[config.mk]
export PLATFORM = sky130hd
export DESIGN_NAME = close_cmd_ctrl_flat
export DESIGN_NICKNAME = d
export VERILOG_FILES = /design/src/close_timing_pkg.sv /design/src/close_link_if.sv /design/src/close_cmd_ctrl.sv /design/src/flat_wrapper.sv
export SDC_FILE = /design/constraint.sdc
export NUM_CORES = 1
export LEC_CHECK = 0
export BUFFER_PORTS_ARGS = -buffer_cell sky130_fd_sc_hd__buf_4
export CORE_MARGIN = 2
export CORE_UTILIZATION = 44
export DETAILED_ROUTE_END_ITERATION = 10
export SYNTH_ARGS = -nofsm -noshare
export SYNTH_HDL_FRONTEND = slang
export SYNTH_SLANG_ARGS = --single-unit
export TNS_END_PERCENT = 10
[constraint.sdc]
create_clock -name aclk -period 7.05 [get_ports aclk]
set_input_delay 0 -clock aclk [delete_from_list [all_inputs] [get_ports aclk]]
set_output_delay 0 -clock aclk [all_outputs]
set_load 0.02 [all_outputs]
[src/close_timing_pkg.sv]
// Shared constants, types and delay helpers for the bank close link
package close_timing_pkg;

  typedef logic [7:0] cnt_t;

  // Command opcodes carried on the first command cycle
  typedef enum logic [2:0] {
    OP_NONE = 3'h0,
    OP_ACT = 3'h1,
    OP_RD = 3'h2,
    OP_WR = 3'h3,
    OP_MWR = 3'h4,
    OP_PRE = 3'h5
  } cmd_op_t;

  // ==========================================================
  // Link field positions
  localparam int FLAG_BIT = 5;
  localparam int OP_LSB = 0;
  localparam int BANK_LSB = 0;
  localparam int NUM_BANKS = 8;

  // ==========================================================
  // Timing, in picoseconds as printed, and derived cycle counts
  localparam int CLK_PERIOD_PS = 25000;
  localparam int ALL_BANK_CLOSE_TIME_PS = 21000;
  localparam int SINGLE_BANK_CLOSE_TIME_PS = 18000;
  localparam int ROW_ACTIVE_MIN_TIME_PS = 42000;
  localparam int READ_TO_CLOSE_TIME_PS = 7500;
  localparam int WRITE_RECOVERY_TIME_PS = 18000;
  localparam int ACTIVATE_TO_COLUMN_DELAY_PS = 18000;
  localparam int ROW_CYCLE_TIME_PS = 60000;

  // Least times round up, never below one cycle
  function automatic cnt_t ps_to_cycles(int t);
    int c;
    c = (t + CLK_PERIOD_PS - 1) / CLK_PERIOD_PS;
    if (c < 1) c = 1;
    return cnt_t'(c);
  endfunction

  localparam cnt_t ALL_BANK_CLOSE_CYC = ps_to_cycles(ALL_BANK_CLOSE_TIME_PS);
  localparam cnt_t SINGLE_BANK_CLOSE_CYC =
    ps_to_cycles(SINGLE_BANK_CLOSE_TIME_PS);
  localparam cnt_t ROW_ACTIVE_MIN_CYC = ps_to_cycles(ROW_ACTIVE_MIN_TIME_PS);
  localparam cnt_t READ_TO_CLOSE_CYC = ps_to_cycles(READ_TO_CLOSE_TIME_PS);
  localparam cnt_t WRITE_RECOVERY_CYC = ps_to_cycles(WRITE_RECOVERY_TIME_PS);
  localparam cnt_t ACT_TO_COLUMN_CYC =
    ps_to_cycles(ACTIVATE_TO_COLUMN_DELAY_PS);
  localparam cnt_t ROW_CYCLE_CYC = ps_to_cycles(ROW_CYCLE_TIME_PS);
  localparam cnt_t WRITE_LATENCY_CYC = 8'h06;
  localparam cnt_t HALF_BURST_16 = 8'h08;
  localparam cnt_t HALF_BURST_32 = 8'h10;
  localparam cnt_t READ_CLOSE_OFFSET = 8'h08;
  localparam cnt_t WRITE_CLOSE_ADDER = 8'h01;

  // ==========================================================
  // Controller register map
  localparam logic [3:0] REG_CTRL = 4'h0;
  localparam logic [3:0] REG_CMD = 4'h4;
  localparam logic [3:0] REG_STATUS = 4'h8;
  localparam int CTRL_BL32_BIT = 0;
  localparam int CMD_OP_LSB = 0;
  localparam int CMD_FLAG_BIT = 3;
  localparam int CMD_BANK_LSB = 4;
  localparam int ST_BUSY_BIT = 0;
  localparam int ST_ERR_BIT = 1;
  localparam int ST_VIEW_LSB = 8;
  localparam int ST_DEV_LSB = 16;
  localparam logic [1:0] RESP_OKAY = 2'h0;
  localparam logic [1:0] RESP_SLVERR = 2'h2;

  function automatic cnt_t max2(cnt_t a, cnt_t b);
    return (a > b) ? a : b;
  endfunction

  function automatic cnt_t half_burst(logic bl32);
    return bl32 ? HALF_BURST_32 : HALF_BURST_16;
  endfunction

  // Read close point: half burst at least, timer begins half burst - 8
  function automatic cnt_t read_close_delay(logic bl32);
    cnt_t h;
    h = half_burst(bl32);
    return max2(h, cnt_t'(h - READ_CLOSE_OFFSET + READ_TO_CLOSE_CYC));
  endfunction

  function automatic cnt_t write_close_delay(logic bl32);
    return cnt_t'(WRITE_LATENCY_CYC + half_burst(bl32) + WRITE_CLOSE_ADDER
      + WRITE_RECOVERY_CYC);
  endfunction

endpackage

[src/close_link_if.sv]
// Command/address link between the close controller and the DRAM model
`timescale 1ns/10ps
interface close_link_if (
  input wire logic aclk
);
  // Chip select marks the first of the two command cycles
  logic cs;
  logic [5:0] command_address_bus;
  logic bl32;
  logic [7:0] bank_open;

  modport ctrl (
    output cs,
    output command_address_bus,
    output bl32,
    input bank_open
  );

  modport dram (
    input cs,
    input command_address_bus,
    input bl32,
    output bank_open
  );
endinterface

[src/close_cmd_ctrl.sv]
// Controller end: AXI4-Lite command port, per-bank spacing and issue
`timescale 1ns/10ps
module close_cmd_ctrl
  import close_timing_pkg::*;
(
  // Clock and reset
  input wire logic aclk,
  input wire logic aresetn,
  // AXI4-Lite write address and data
  input wire logic awvalid,
  output logic awready,
  input wire logic [3:0] awaddr,
  input wire logic wvalid,
  output logic wready,
  input wire logic [31:0] wdata,
  input wire logic [3:0] wstrb,
  // AXI4-Lite write response
  output logic bvalid,
  input wire logic bready,
  output logic [1:0] bresp,
  // AXI4-Lite read
  input wire logic arvalid,
  output logic arready,
  input wire logic [3:0] araddr,
  output logic rvalid,
  input wire logic rready,
  output logic [31:0] rdata,
  output logic [1:0] rresp,
  // Link
  close_link_if.ctrl link
);

  typedef enum logic [1:0] {
    S_IDLE = 2'b00,
    S_CHECK = 2'b01,
    S_CA1 = 2'b10,
    S_CA2 = 2'b11
  } state_t;

  state_t state_q;
  logic aw_ok_q;
  logic w_ok_q;
  logic [3:0] waddr_q;
  logic [31:0] wdata_q;
  logic wlane_q;
  logic do_write;
  logic cmd_wr;
  logic mapped_w;
  logic bl32_q;
  logic err_q;
  cmd_op_t op_q;
  logic flag_q;
  logic [2:0] bank_q;
  logic legal;
  logic ready;
  logic issue;
  logic [7:0] open_q;
  logic [7:0] pre_busy;
  cnt_t act_wait_q [NUM_BANKS];
  cnt_t pre_wait_q [NUM_BANKS];
  cnt_t col_wait_q [NUM_BANKS];
  logic cs_q;
  logic [5:0] ca_q;

  // ==========================================================
  // AXI4-Lite slave
  assign awready = !aw_ok_q && !bvalid;
  assign wready = !w_ok_q && !bvalid;
  assign arready = !rvalid;
  assign do_write = aw_ok_q && w_ok_q && !bvalid;
  assign mapped_w = (waddr_q == REG_CTRL) || (waddr_q == REG_CMD)
    || (waddr_q == REG_STATUS);
  // A command written while one is in flight is refused
  assign cmd_wr = do_write && (waddr_q == REG_CMD) && wlane_q
    && (state_q == S_IDLE);

  always_ff @(posedge aclk) begin
    if (!aresetn) begin
      aw_ok_q <= 1'b0;
      w_ok_q <= 1'b0;
      waddr_q <= 4'h0;
      wdata_q <= 32'h0000_0000;
      wlane_q <= 1'b0;
    end else if (do_write) begin
      aw_ok_q <= 1'b0;
      w_ok_q <= 1'b0;
    end else begin
      if (awvalid && awready) begin
        aw_ok_q <= 1'b1;
        waddr_q <= awaddr;
      end
      if (wvalid && wready) begin
        w_ok_q <= 1'b1;
        wdata_q <= wdata;
        wlane_q <= wstrb[0];
      end
    end
  end

  always_ff @(posedge aclk) begin
    if (!aresetn) begin
      bvalid <= 1'b0;
      bresp <= RESP_OKAY;
    end else if (do_write) begin
      bvalid <= 1'b1;
      bresp <= (mapped_w && !(waddr_q == REG_CMD && state_q != S_IDLE))
        ? RESP_OKAY : RESP_SLVERR;
    end else if (bready) begin
      bvalid <= 1'b0;
    end
  end

  always_ff @(posedge aclk) begin
    if (!aresetn) begin
      rvalid <= 1'b0;
      rdata <= 32'h0000_0000;
      rresp <= RESP_OKAY;
    end else if (arvalid && arready) begin
      rvalid <= 1'b1;
      rresp <= RESP_OKAY;
      rdata <= 32'h0000_0000;
      case (araddr)
        REG_CTRL: rdata[CTRL_BL32_BIT] <= bl32_q;
        REG_CMD: rdata[7:0] <= {1'b0, bank_q, flag_q, op_q};
        REG_STATUS: begin
          rdata[ST_BUSY_BIT] <= (state_q != S_IDLE);
          rdata[ST_ERR_BIT] <= err_q;
          rdata[ST_VIEW_LSB +: 8] <= open_q;
          rdata[ST_DEV_LSB +: 8] <= link.bank_open;
        end
        default: rresp <= RESP_SLVERR;
      endcase
    end else if (rready) begin
      rvalid <= 1'b0;
    end
  end

  // ==========================================================
  // Configuration and error flag
  always_ff @(posedge aclk) begin
    if (!aresetn) begin
      bl32_q <= 1'b0;
    end else if (do_write && waddr_q == REG_CTRL && wlane_q) begin
      bl32_q <= wdata_q[CTRL_BL32_BIT];
    end
  end

  // Set by a command that fails the legality check; the set wins over a write-one clear
  always_ff @(posedge aclk) begin
    if (!aresetn) begin
      err_q <= 1'b0;
    end else if (state_q == S_CHECK && !legal) begin
      err_q <= 1'b1;
    end else if (do_write && waddr_q == REG_STATUS && wlane_q
      && wdata_q[ST_ERR_BIT]) begin
      err_q <= 1'b0;
    end
  end

  always_ff @(posedge aclk) begin
    if (!aresetn) begin
      op_q <= OP_NONE;
      flag_q <= 1'b0;
      bank_q <= 3'h0;
    end else if (cmd_wr) begin
      op_q <= cmd_op_t'(wdata_q[CMD_OP_LSB +: 3]);
      flag_q <= wdata_q[CMD_FLAG_BIT];
      bank_q <= wdata_q[CMD_BANK_LSB +: 3];
    end
  end

  // ==========================================================
  // Spacing check against the per-bank counters
  always_comb begin
    legal = 1'b1;
    ready = 1'b0;
    case (op_q)
      OP_ACT: begin
        legal = !open_q[bank_q];
        ready = (act_wait_q[bank_q] == 8'h00);
      end
      OP_RD, OP_WR, OP_MWR: begin
        legal = open_q[bank_q];
        ready = (col_wait_q[bank_q] == 8'h00);
      end
      OP_PRE: begin
        ready = flag_q ? !(|(open_q & pre_busy))
          : !pre_busy[bank_q];
      end
      default: legal = 1'b0;
    endcase
  end

  always_ff @(posedge aclk) begin
    if (!aresetn) begin
      state_q <= S_IDLE;
    end else begin
      case (state_q)
        S_IDLE: if (cmd_wr) state_q <= S_CHECK;
        S_CHECK: begin
          if (!legal) state_q <= S_IDLE;
          else if (ready) state_q <= S_CA1;
        end
        S_CA1: state_q <= S_CA2;
        S_CA2: state_q <= S_IDLE;
        default: state_q <= S_IDLE;
      endcase
    end
  end

  // Two-cycle command: flag and opcode, then bank bits
  always_ff @(posedge aclk) begin
    if (!aresetn) begin
      cs_q <= 1'b0;
      ca_q <= 6'h00;
    end else if (state_q == S_CHECK && legal && ready) begin
      cs_q <= 1'b1;
      ca_q <= {flag_q, 2'b00, op_q};
    end else if (state_q == S_CA1) begin
      cs_q <= 1'b0;
      ca_q <= {3'b000, bank_q};
    end else begin
      cs_q <= 1'b0;
      ca_q <= 6'h00;
    end
  end

  assign link.cs = cs_q;
  assign link.command_address_bus = ca_q;
  assign link.bl32 = bl32_q;
  assign issue = (state_q == S_CA1);

  // ==========================================================
  // Per-bank open state and countdowns, counted from the issue edge
  for (genvar b = 0; b < NUM_BANKS; b++) begin : g_bank
    logic hit;
    logic pre_hit;
    cnt_t act_dec;
    cnt_t pre_dec;
    cnt_t col_dec;
    cnt_t ap_start;

    assign hit = issue && (bank_q == 3'(b));
    assign pre_hit = issue && (op_q == OP_PRE) && (flag_q || hit);
    assign act_dec = (act_wait_q[b] == 8'h00) ? 8'h00 : act_wait_q[b] - 8'h01;
    assign pre_dec = (pre_wait_q[b] == 8'h00) ? 8'h00 : pre_wait_q[b] - 8'h01;
    assign col_dec = (col_wait_q[b] == 8'h00) ? 8'h00 : col_wait_q[b] - 8'h01;
    assign pre_busy[b] = (pre_wait_q[b] != 8'h00);
    // Internal read close waits for both its delay and the row lockout
    assign ap_start = max2(read_close_delay(bl32_q), pre_dec);

    always_ff @(posedge aclk) begin
      if (!aresetn) begin
        open_q[b] <= 1'b0;
        act_wait_q[b] <= 8'h00;
        pre_wait_q[b] <= 8'h00;
        col_wait_q[b] <= 8'h00;
      end else begin
        open_q[b] <= open_q[b];
        act_wait_q[b] <= act_dec;
        pre_wait_q[b] <= pre_dec;
        col_wait_q[b] <= col_dec;
        if (hit && op_q == OP_ACT) begin
          open_q[b] <= 1'b1;
          act_wait_q[b] <= max2(act_dec, ROW_CYCLE_CYC);
          pre_wait_q[b] <= max2(pre_dec, ROW_ACTIVE_MIN_CYC);
          col_wait_q[b] <= ACT_TO_COLUMN_CYC;
        end else if (hit && op_q == OP_RD) begin
          pre_wait_q[b] <= max2(pre_dec, read_close_delay(bl32_q));
          if (flag_q) begin
            open_q[b] <= 1'b0;
            act_wait_q[b] <= max2(act_dec,
              cnt_t'(ap_start + SINGLE_BANK_CLOSE_CYC));
          end
        end else if (hit && (op_q == OP_WR || op_q == OP_MWR)) begin
          pre_wait_q[b] <= max2(pre_dec, write_close_delay(bl32_q));
          if (flag_q) begin
            open_q[b] <= 1'b0;
            act_wait_q[b] <= max2(act_dec, cnt_t'(max2(pre_dec,
              write_close_delay(bl32_q)) + SINGLE_BANK_CLOSE_CYC));
          end
        end else if (pre_hit) begin
          open_q[b] <= 1'b0;
          // Latest close sets the period; all-bank uses the longer time
          act_wait_q[b] <= max2(act_dec, flag_q ? ALL_BANK_CLOSE_CYC
            : SINGLE_BANK_CLOSE_CYC);
        end
      end
    end
  end

endmodule // close_cmd_ctrl

[src/flat_wrapper.sv]
// flat-port wrapper written by rule: the top's interface ports become plain ports
module close_cmd_ctrl_flat import close_timing_pkg::*;
  (aclk, aresetn, awvalid, awready, awaddr, wvalid, wready, wdata, wstrb, bvalid, bready, bresp, arvalid, arready, araddr, rvalid, rready, rdata, rresp, link_cs, link_command_address_bus, link_bl32, link_bank_open);
  close_link_if link_i (.aclk(aclk));
  input wire logic aclk;
  input wire logic aresetn;
  input wire logic awvalid;
  output logic awready;
  input wire logic [3:0] awaddr;
  input wire logic wvalid;
  output logic wready;
  input wire logic [31:0] wdata;
  input wire logic [3:0] wstrb;
  output logic bvalid;
  input wire logic bready;
  output logic [1:0] bresp;
  input wire logic arvalid;
  output logic arready;
  input wire logic [3:0] araddr;
  output logic rvalid;
  input wire logic rready;
  output logic [31:0] rdata;
  output logic [1:0] rresp;
  output wire logic [$bits(link_i.cs)-1:0] link_cs;
  output wire logic [$bits(link_i.command_address_bus)-1:0] link_command_address_bus;
  output wire logic [$bits(link_i.bl32)-1:0] link_bl32;
  input wire logic [$bits(link_i.bank_open)-1:0] link_bank_open;
  assign link_cs = link_i.cs;
  assign link_command_address_bus = link_i.command_address_bus;
  assign link_bl32 = link_i.bl32;
  assign link_i.bank_open = link_bank_open;
  close_cmd_ctrl u_core (.aclk(aclk), .aresetn(aresetn), .awvalid(awvalid), .awready(awready), .awaddr(awaddr), .wvalid(wvalid), .wready(wready), .wdata(wdata), .wstrb(wstrb), .bvalid(bvalid), .bready(bready), .bresp(bresp), .arvalid(arvalid), .arready(arready), .araddr(araddr), .rvalid(rvalid), .rready(rready), .rdata(rdata), .rresp(rresp), .link(link_i));
endmodule
==> metrics.yaml <==
timing:
  skew_ns: 0.0332
  final.setup.tns_ns: 0
  maxSlewViolCount: 0
  finalSetupViolCount: 0
  holdWs_ns: 0.0962
  min_period_ns: 6.18
  max_freq_mhz: 162
  timing_hold_violations_final: 0
  layout_setup_ws_ns: 0.867
  timing.slew.headroom_pct: 11.5
  rsz0062_at_grt: "no"
  fin_crit_sh_pct: 87.7
  worstMarginPinSlew_ns: 1.32
clock_network:
  htreeDepth: 2
  cts_tree: "done"
  clock_latency_ns: 0.58
  numCtsBuffers: 35
  cts_resized: 0
  cts_root_buf: "clkbuf_16"
  ctsLongestPathBuffers: 3
  clkTransAtPathRegs_ns: 0.06
  cts_post_setup_buffers_inserted: 0
  clock_sinks: 260
flow_run:
  cap_violations: 0
critical_path:
  crit_top_cell: "ha_1"
  required_ns: 7.40
  reg2reg_slack_ns: 0.87
  crit_buf_inv: 3
  cp.arrival_ns: 6.53
  crit_fanout: 13
  path_cells: "inv_1 > ha_1 > or4b_1 > nand2b_1 > nand2_1 > ha_1 > inv_1 > nand2_1 > a31oi_2 > or3_1 > inv_1 > ha_1 > nand2_1 > xnor2_1 > nor2_1 > ha_1 > and3_1 > a221oi_1 > o21ai_0 > and2_0 > o21ai_1 > o21ai_0 > a221oi_1"
  startpoint: "u_core.pre_wait_q[1][0]$_SDFFCE_PN0P_"
  slowest_delay_ns: 0.60
  r2r_cells: 23
  reg2reg_to: "u_core.act_wait_q[4][4]$_SDFFCE_PN0P_"
  crit_path_top_delay_cell: "edfxtp_1"
  cp-start-kind: "flip-flop"
  crit_cells: 23
  critPathTopFamily: "simple AND/OR/NAND/NOR gates"
  endpoint: "u_core.act_wait_q[4][4]$_SDFFCE_PN0P_"
  end_kind: "flip-flop"
  crit_type: "flip-flop to flip-flop"
  timing.rr.start: "u_core.pre_wait_q[1][0]$_SDFFCE_PN0P_"
routing:
  routed_via_density: 5.89
  drtIter0Drc: 1449
  first_pass_iters: 6
  final_antenna_net_count: 0
  drc: 0
  wl_per_cell_um: 18.3
  via_count: 21300
  drt-total-wl_um: 66200
place:
  hpwl_um: 49500
  io_buffers: 66
  place_ws_ns: 0.903
  finalWeightedCongestion: 0.958
hold_path:
  hp-class: "input pin to flip-flop"
synthesis:
  yosys_warnings: 0
  synth.cell_area_sq_um: 21800
  synth.area.top_cells: "dfxtp_1 (22%), ha_1 (12%), nor2_1 (6.7%)"
  synth_top_area_cell: "dfxtp_1"
  synth.ff_latch_count: 260
  async_flop_share_pct: 0
  synth_flop_cell: "dfxtp_1"
  yosysUniqueCellTypes: 101
  ys_seq_area_share_pct: 25.0
  synthCells: 2822
  synth-edff-count: 24
  yosysTopAreaCellShare_pct: 21.7
  syn_area_per_cell_sq_um: 7.71
global_routing:
  grt_overflow: 0
  antenna_found_initial: 0
  track_usage_pct: 25.5
  grt_max_degree: 72
  grt_first_pass_wirelength_um: 105000
  grt_pass1_vias: 20200
layout:
  area_delta_synth_final_pct: 13.0
  final-seq-area_sq_um: 5450
  drive_above_1_share_pct: 7.65
  n_antenna_cell: 0
  multi_input_area_sq_um: 15400
  nNetsFinal: 3206
  layout_commonest_cell: "nor2_1"
  nFillCells: 4706
  most-common-layout-cells: "nor2_1 (390), dfxtp_1 (235), nand2_1 (221)"
die:
  row_count: 81
  die_area_sq_um: 51300
  start_util_pct: 44.6
  dieHeight_um: 226
  die_w_um: 226
  io_pins: 108
  coreArea_sq_um: 48800
status:
  status: "complete, no violations"
-- worst min-delay path: cells and delay by family --
family / cells / cell delay [ns]
and+or+nand+nor: 3 / 0.34
AOI/OAI and AO/OA: 1 / 0.15
buffers and inverters: 1 / 0.12
-- final cells by class --
| class | instances | share of cell area (%) |
|---|---|---|
| Clock buffer | 49 | 4.02 |
| Clock inverter | 10 | 0.610 |
| Inverter | 170 | 2.60 |
| Multi-Input combinational cell | 2328 | 62.5 |
| Sequential cell | 260 | 22.1 |
| Tap cell | 664 | 3.38 |
| Timing Repair Buffer | 137 | 4.71 |
-- layer usage --
layer  up-vias  track usage, %  share of wire [%]
li1      10400               -                  -
met1     10200            34.0                 46
met2       615            41.6                 45
met3       116            3.87                6.1
met4         0            9.40                3.1
met5         -               0                  0
-- through the flow --
stage                     utilization [%]  instance area, sq um  std cells
after floorplan                         -                 21900       2857
after global placement               47.0                 22900       3507
after detailed placement             47.0                 22900       3507
after CTS                            50.4                 24600       3618
after global routing                 50.4                 24600       3618
final                                50.4                 24600       3618
-- flip-flops by register name, summed over array words and instances, names as in the netlist, named ones only --
name / flops
u_core.op_q: 3
u_core.err_q: 1
u_core.link.cs: 1
u_core.wlane_q: 1
u_core.rvalid: 1
u_core.waddr_q: 4
u_core.open_q: 8
u_core.act_wait_q: 64
u_core.bvalid: 1
u_core.wdata_q: 7
u_core.bank_q: 3
u_core.rdata: 23
u_core.state_q: 1
u_core.pre_wait_q: 64
u_core.aw_ok_q: 1
u_core.bresp: 1
u_core.col_wait_q: 64
u_core.link.bl32: 1
u_core.rresp: 1
u_core.w_ok_q: 1
u_core.link.command_address_bus: 4
u_core.flag_q: 1
-- how the worst min path moves through the flow --
stage          startpoint                      endpoint  slack (ns)  cells after the start
2_1_floorplan      rready    u_core.rvalid$_SDFFE_PN0P_        0.10                      1
3_3_place_gp       rready    u_core.rvalid$_SDFFE_PN0P_        0.19                      2
6_report        araddr[3]  u_core.rdata[3]$_SDFFE_PN0P_         0.1                      5
5_1_grt         araddr[3]  u_core.rdata[5]$_SDFFE_PN0P_        0.15                      5
4_1_cts         araddr[3]  u_core.rdata[3]$_SDFFE_PN0P_        0.08                      5
3_5_place_dp       rready    u_core.rvalid$_SDFFE_PN0P_        0.19                      2
-- logic make-up (layout without fill, tap and decap cells) --
family / Yosys count / count (layout) / synth area share (%)
XOR/XNOR: 154 / 154 / 6.20
AO/OA/AOI/OAI: 698 / 698 / 21.9
flip-flops: 260 / 260 / 25.0
buffers and inverters: 269 / 366 / 4.90
multiplexers: 70 / 70 / 3.54
other: 2 / 37 / 0.0345
adder cells (fa/ha/maj): 215 / 215 / 12.4
AND/OR/NAND/NOR: 1154 / 1154 / 26.0
-- Yosys cell counts (30+ instances only) --
master and instances:
inv_1 168, o31ai_1 31, a21o_1 58, nor3_1 118
a31oi_1 40, clkbuf_1 73, o21ai_0 113, dfxtp_1 236
a21oi_1 168, ha_1 215, or3_1 39, nor2_1 390
xor2_1 49, nand2_1 221, nand2b_1 36, nor2b_1 39
xnor2_1 105, nand3_1 85, mux2i_1 51, nor4_1 30
a22oi_1 30
-- timing repair --
action                     CTS  global route
hold endpoints to repair    36             0
setup endpoints to repair    0             0
hold buffers                52             0
Power is left out: the tool's default activity adds up to more than one toggle a clock period on the data nets, which glitch-free logic cannot reach.
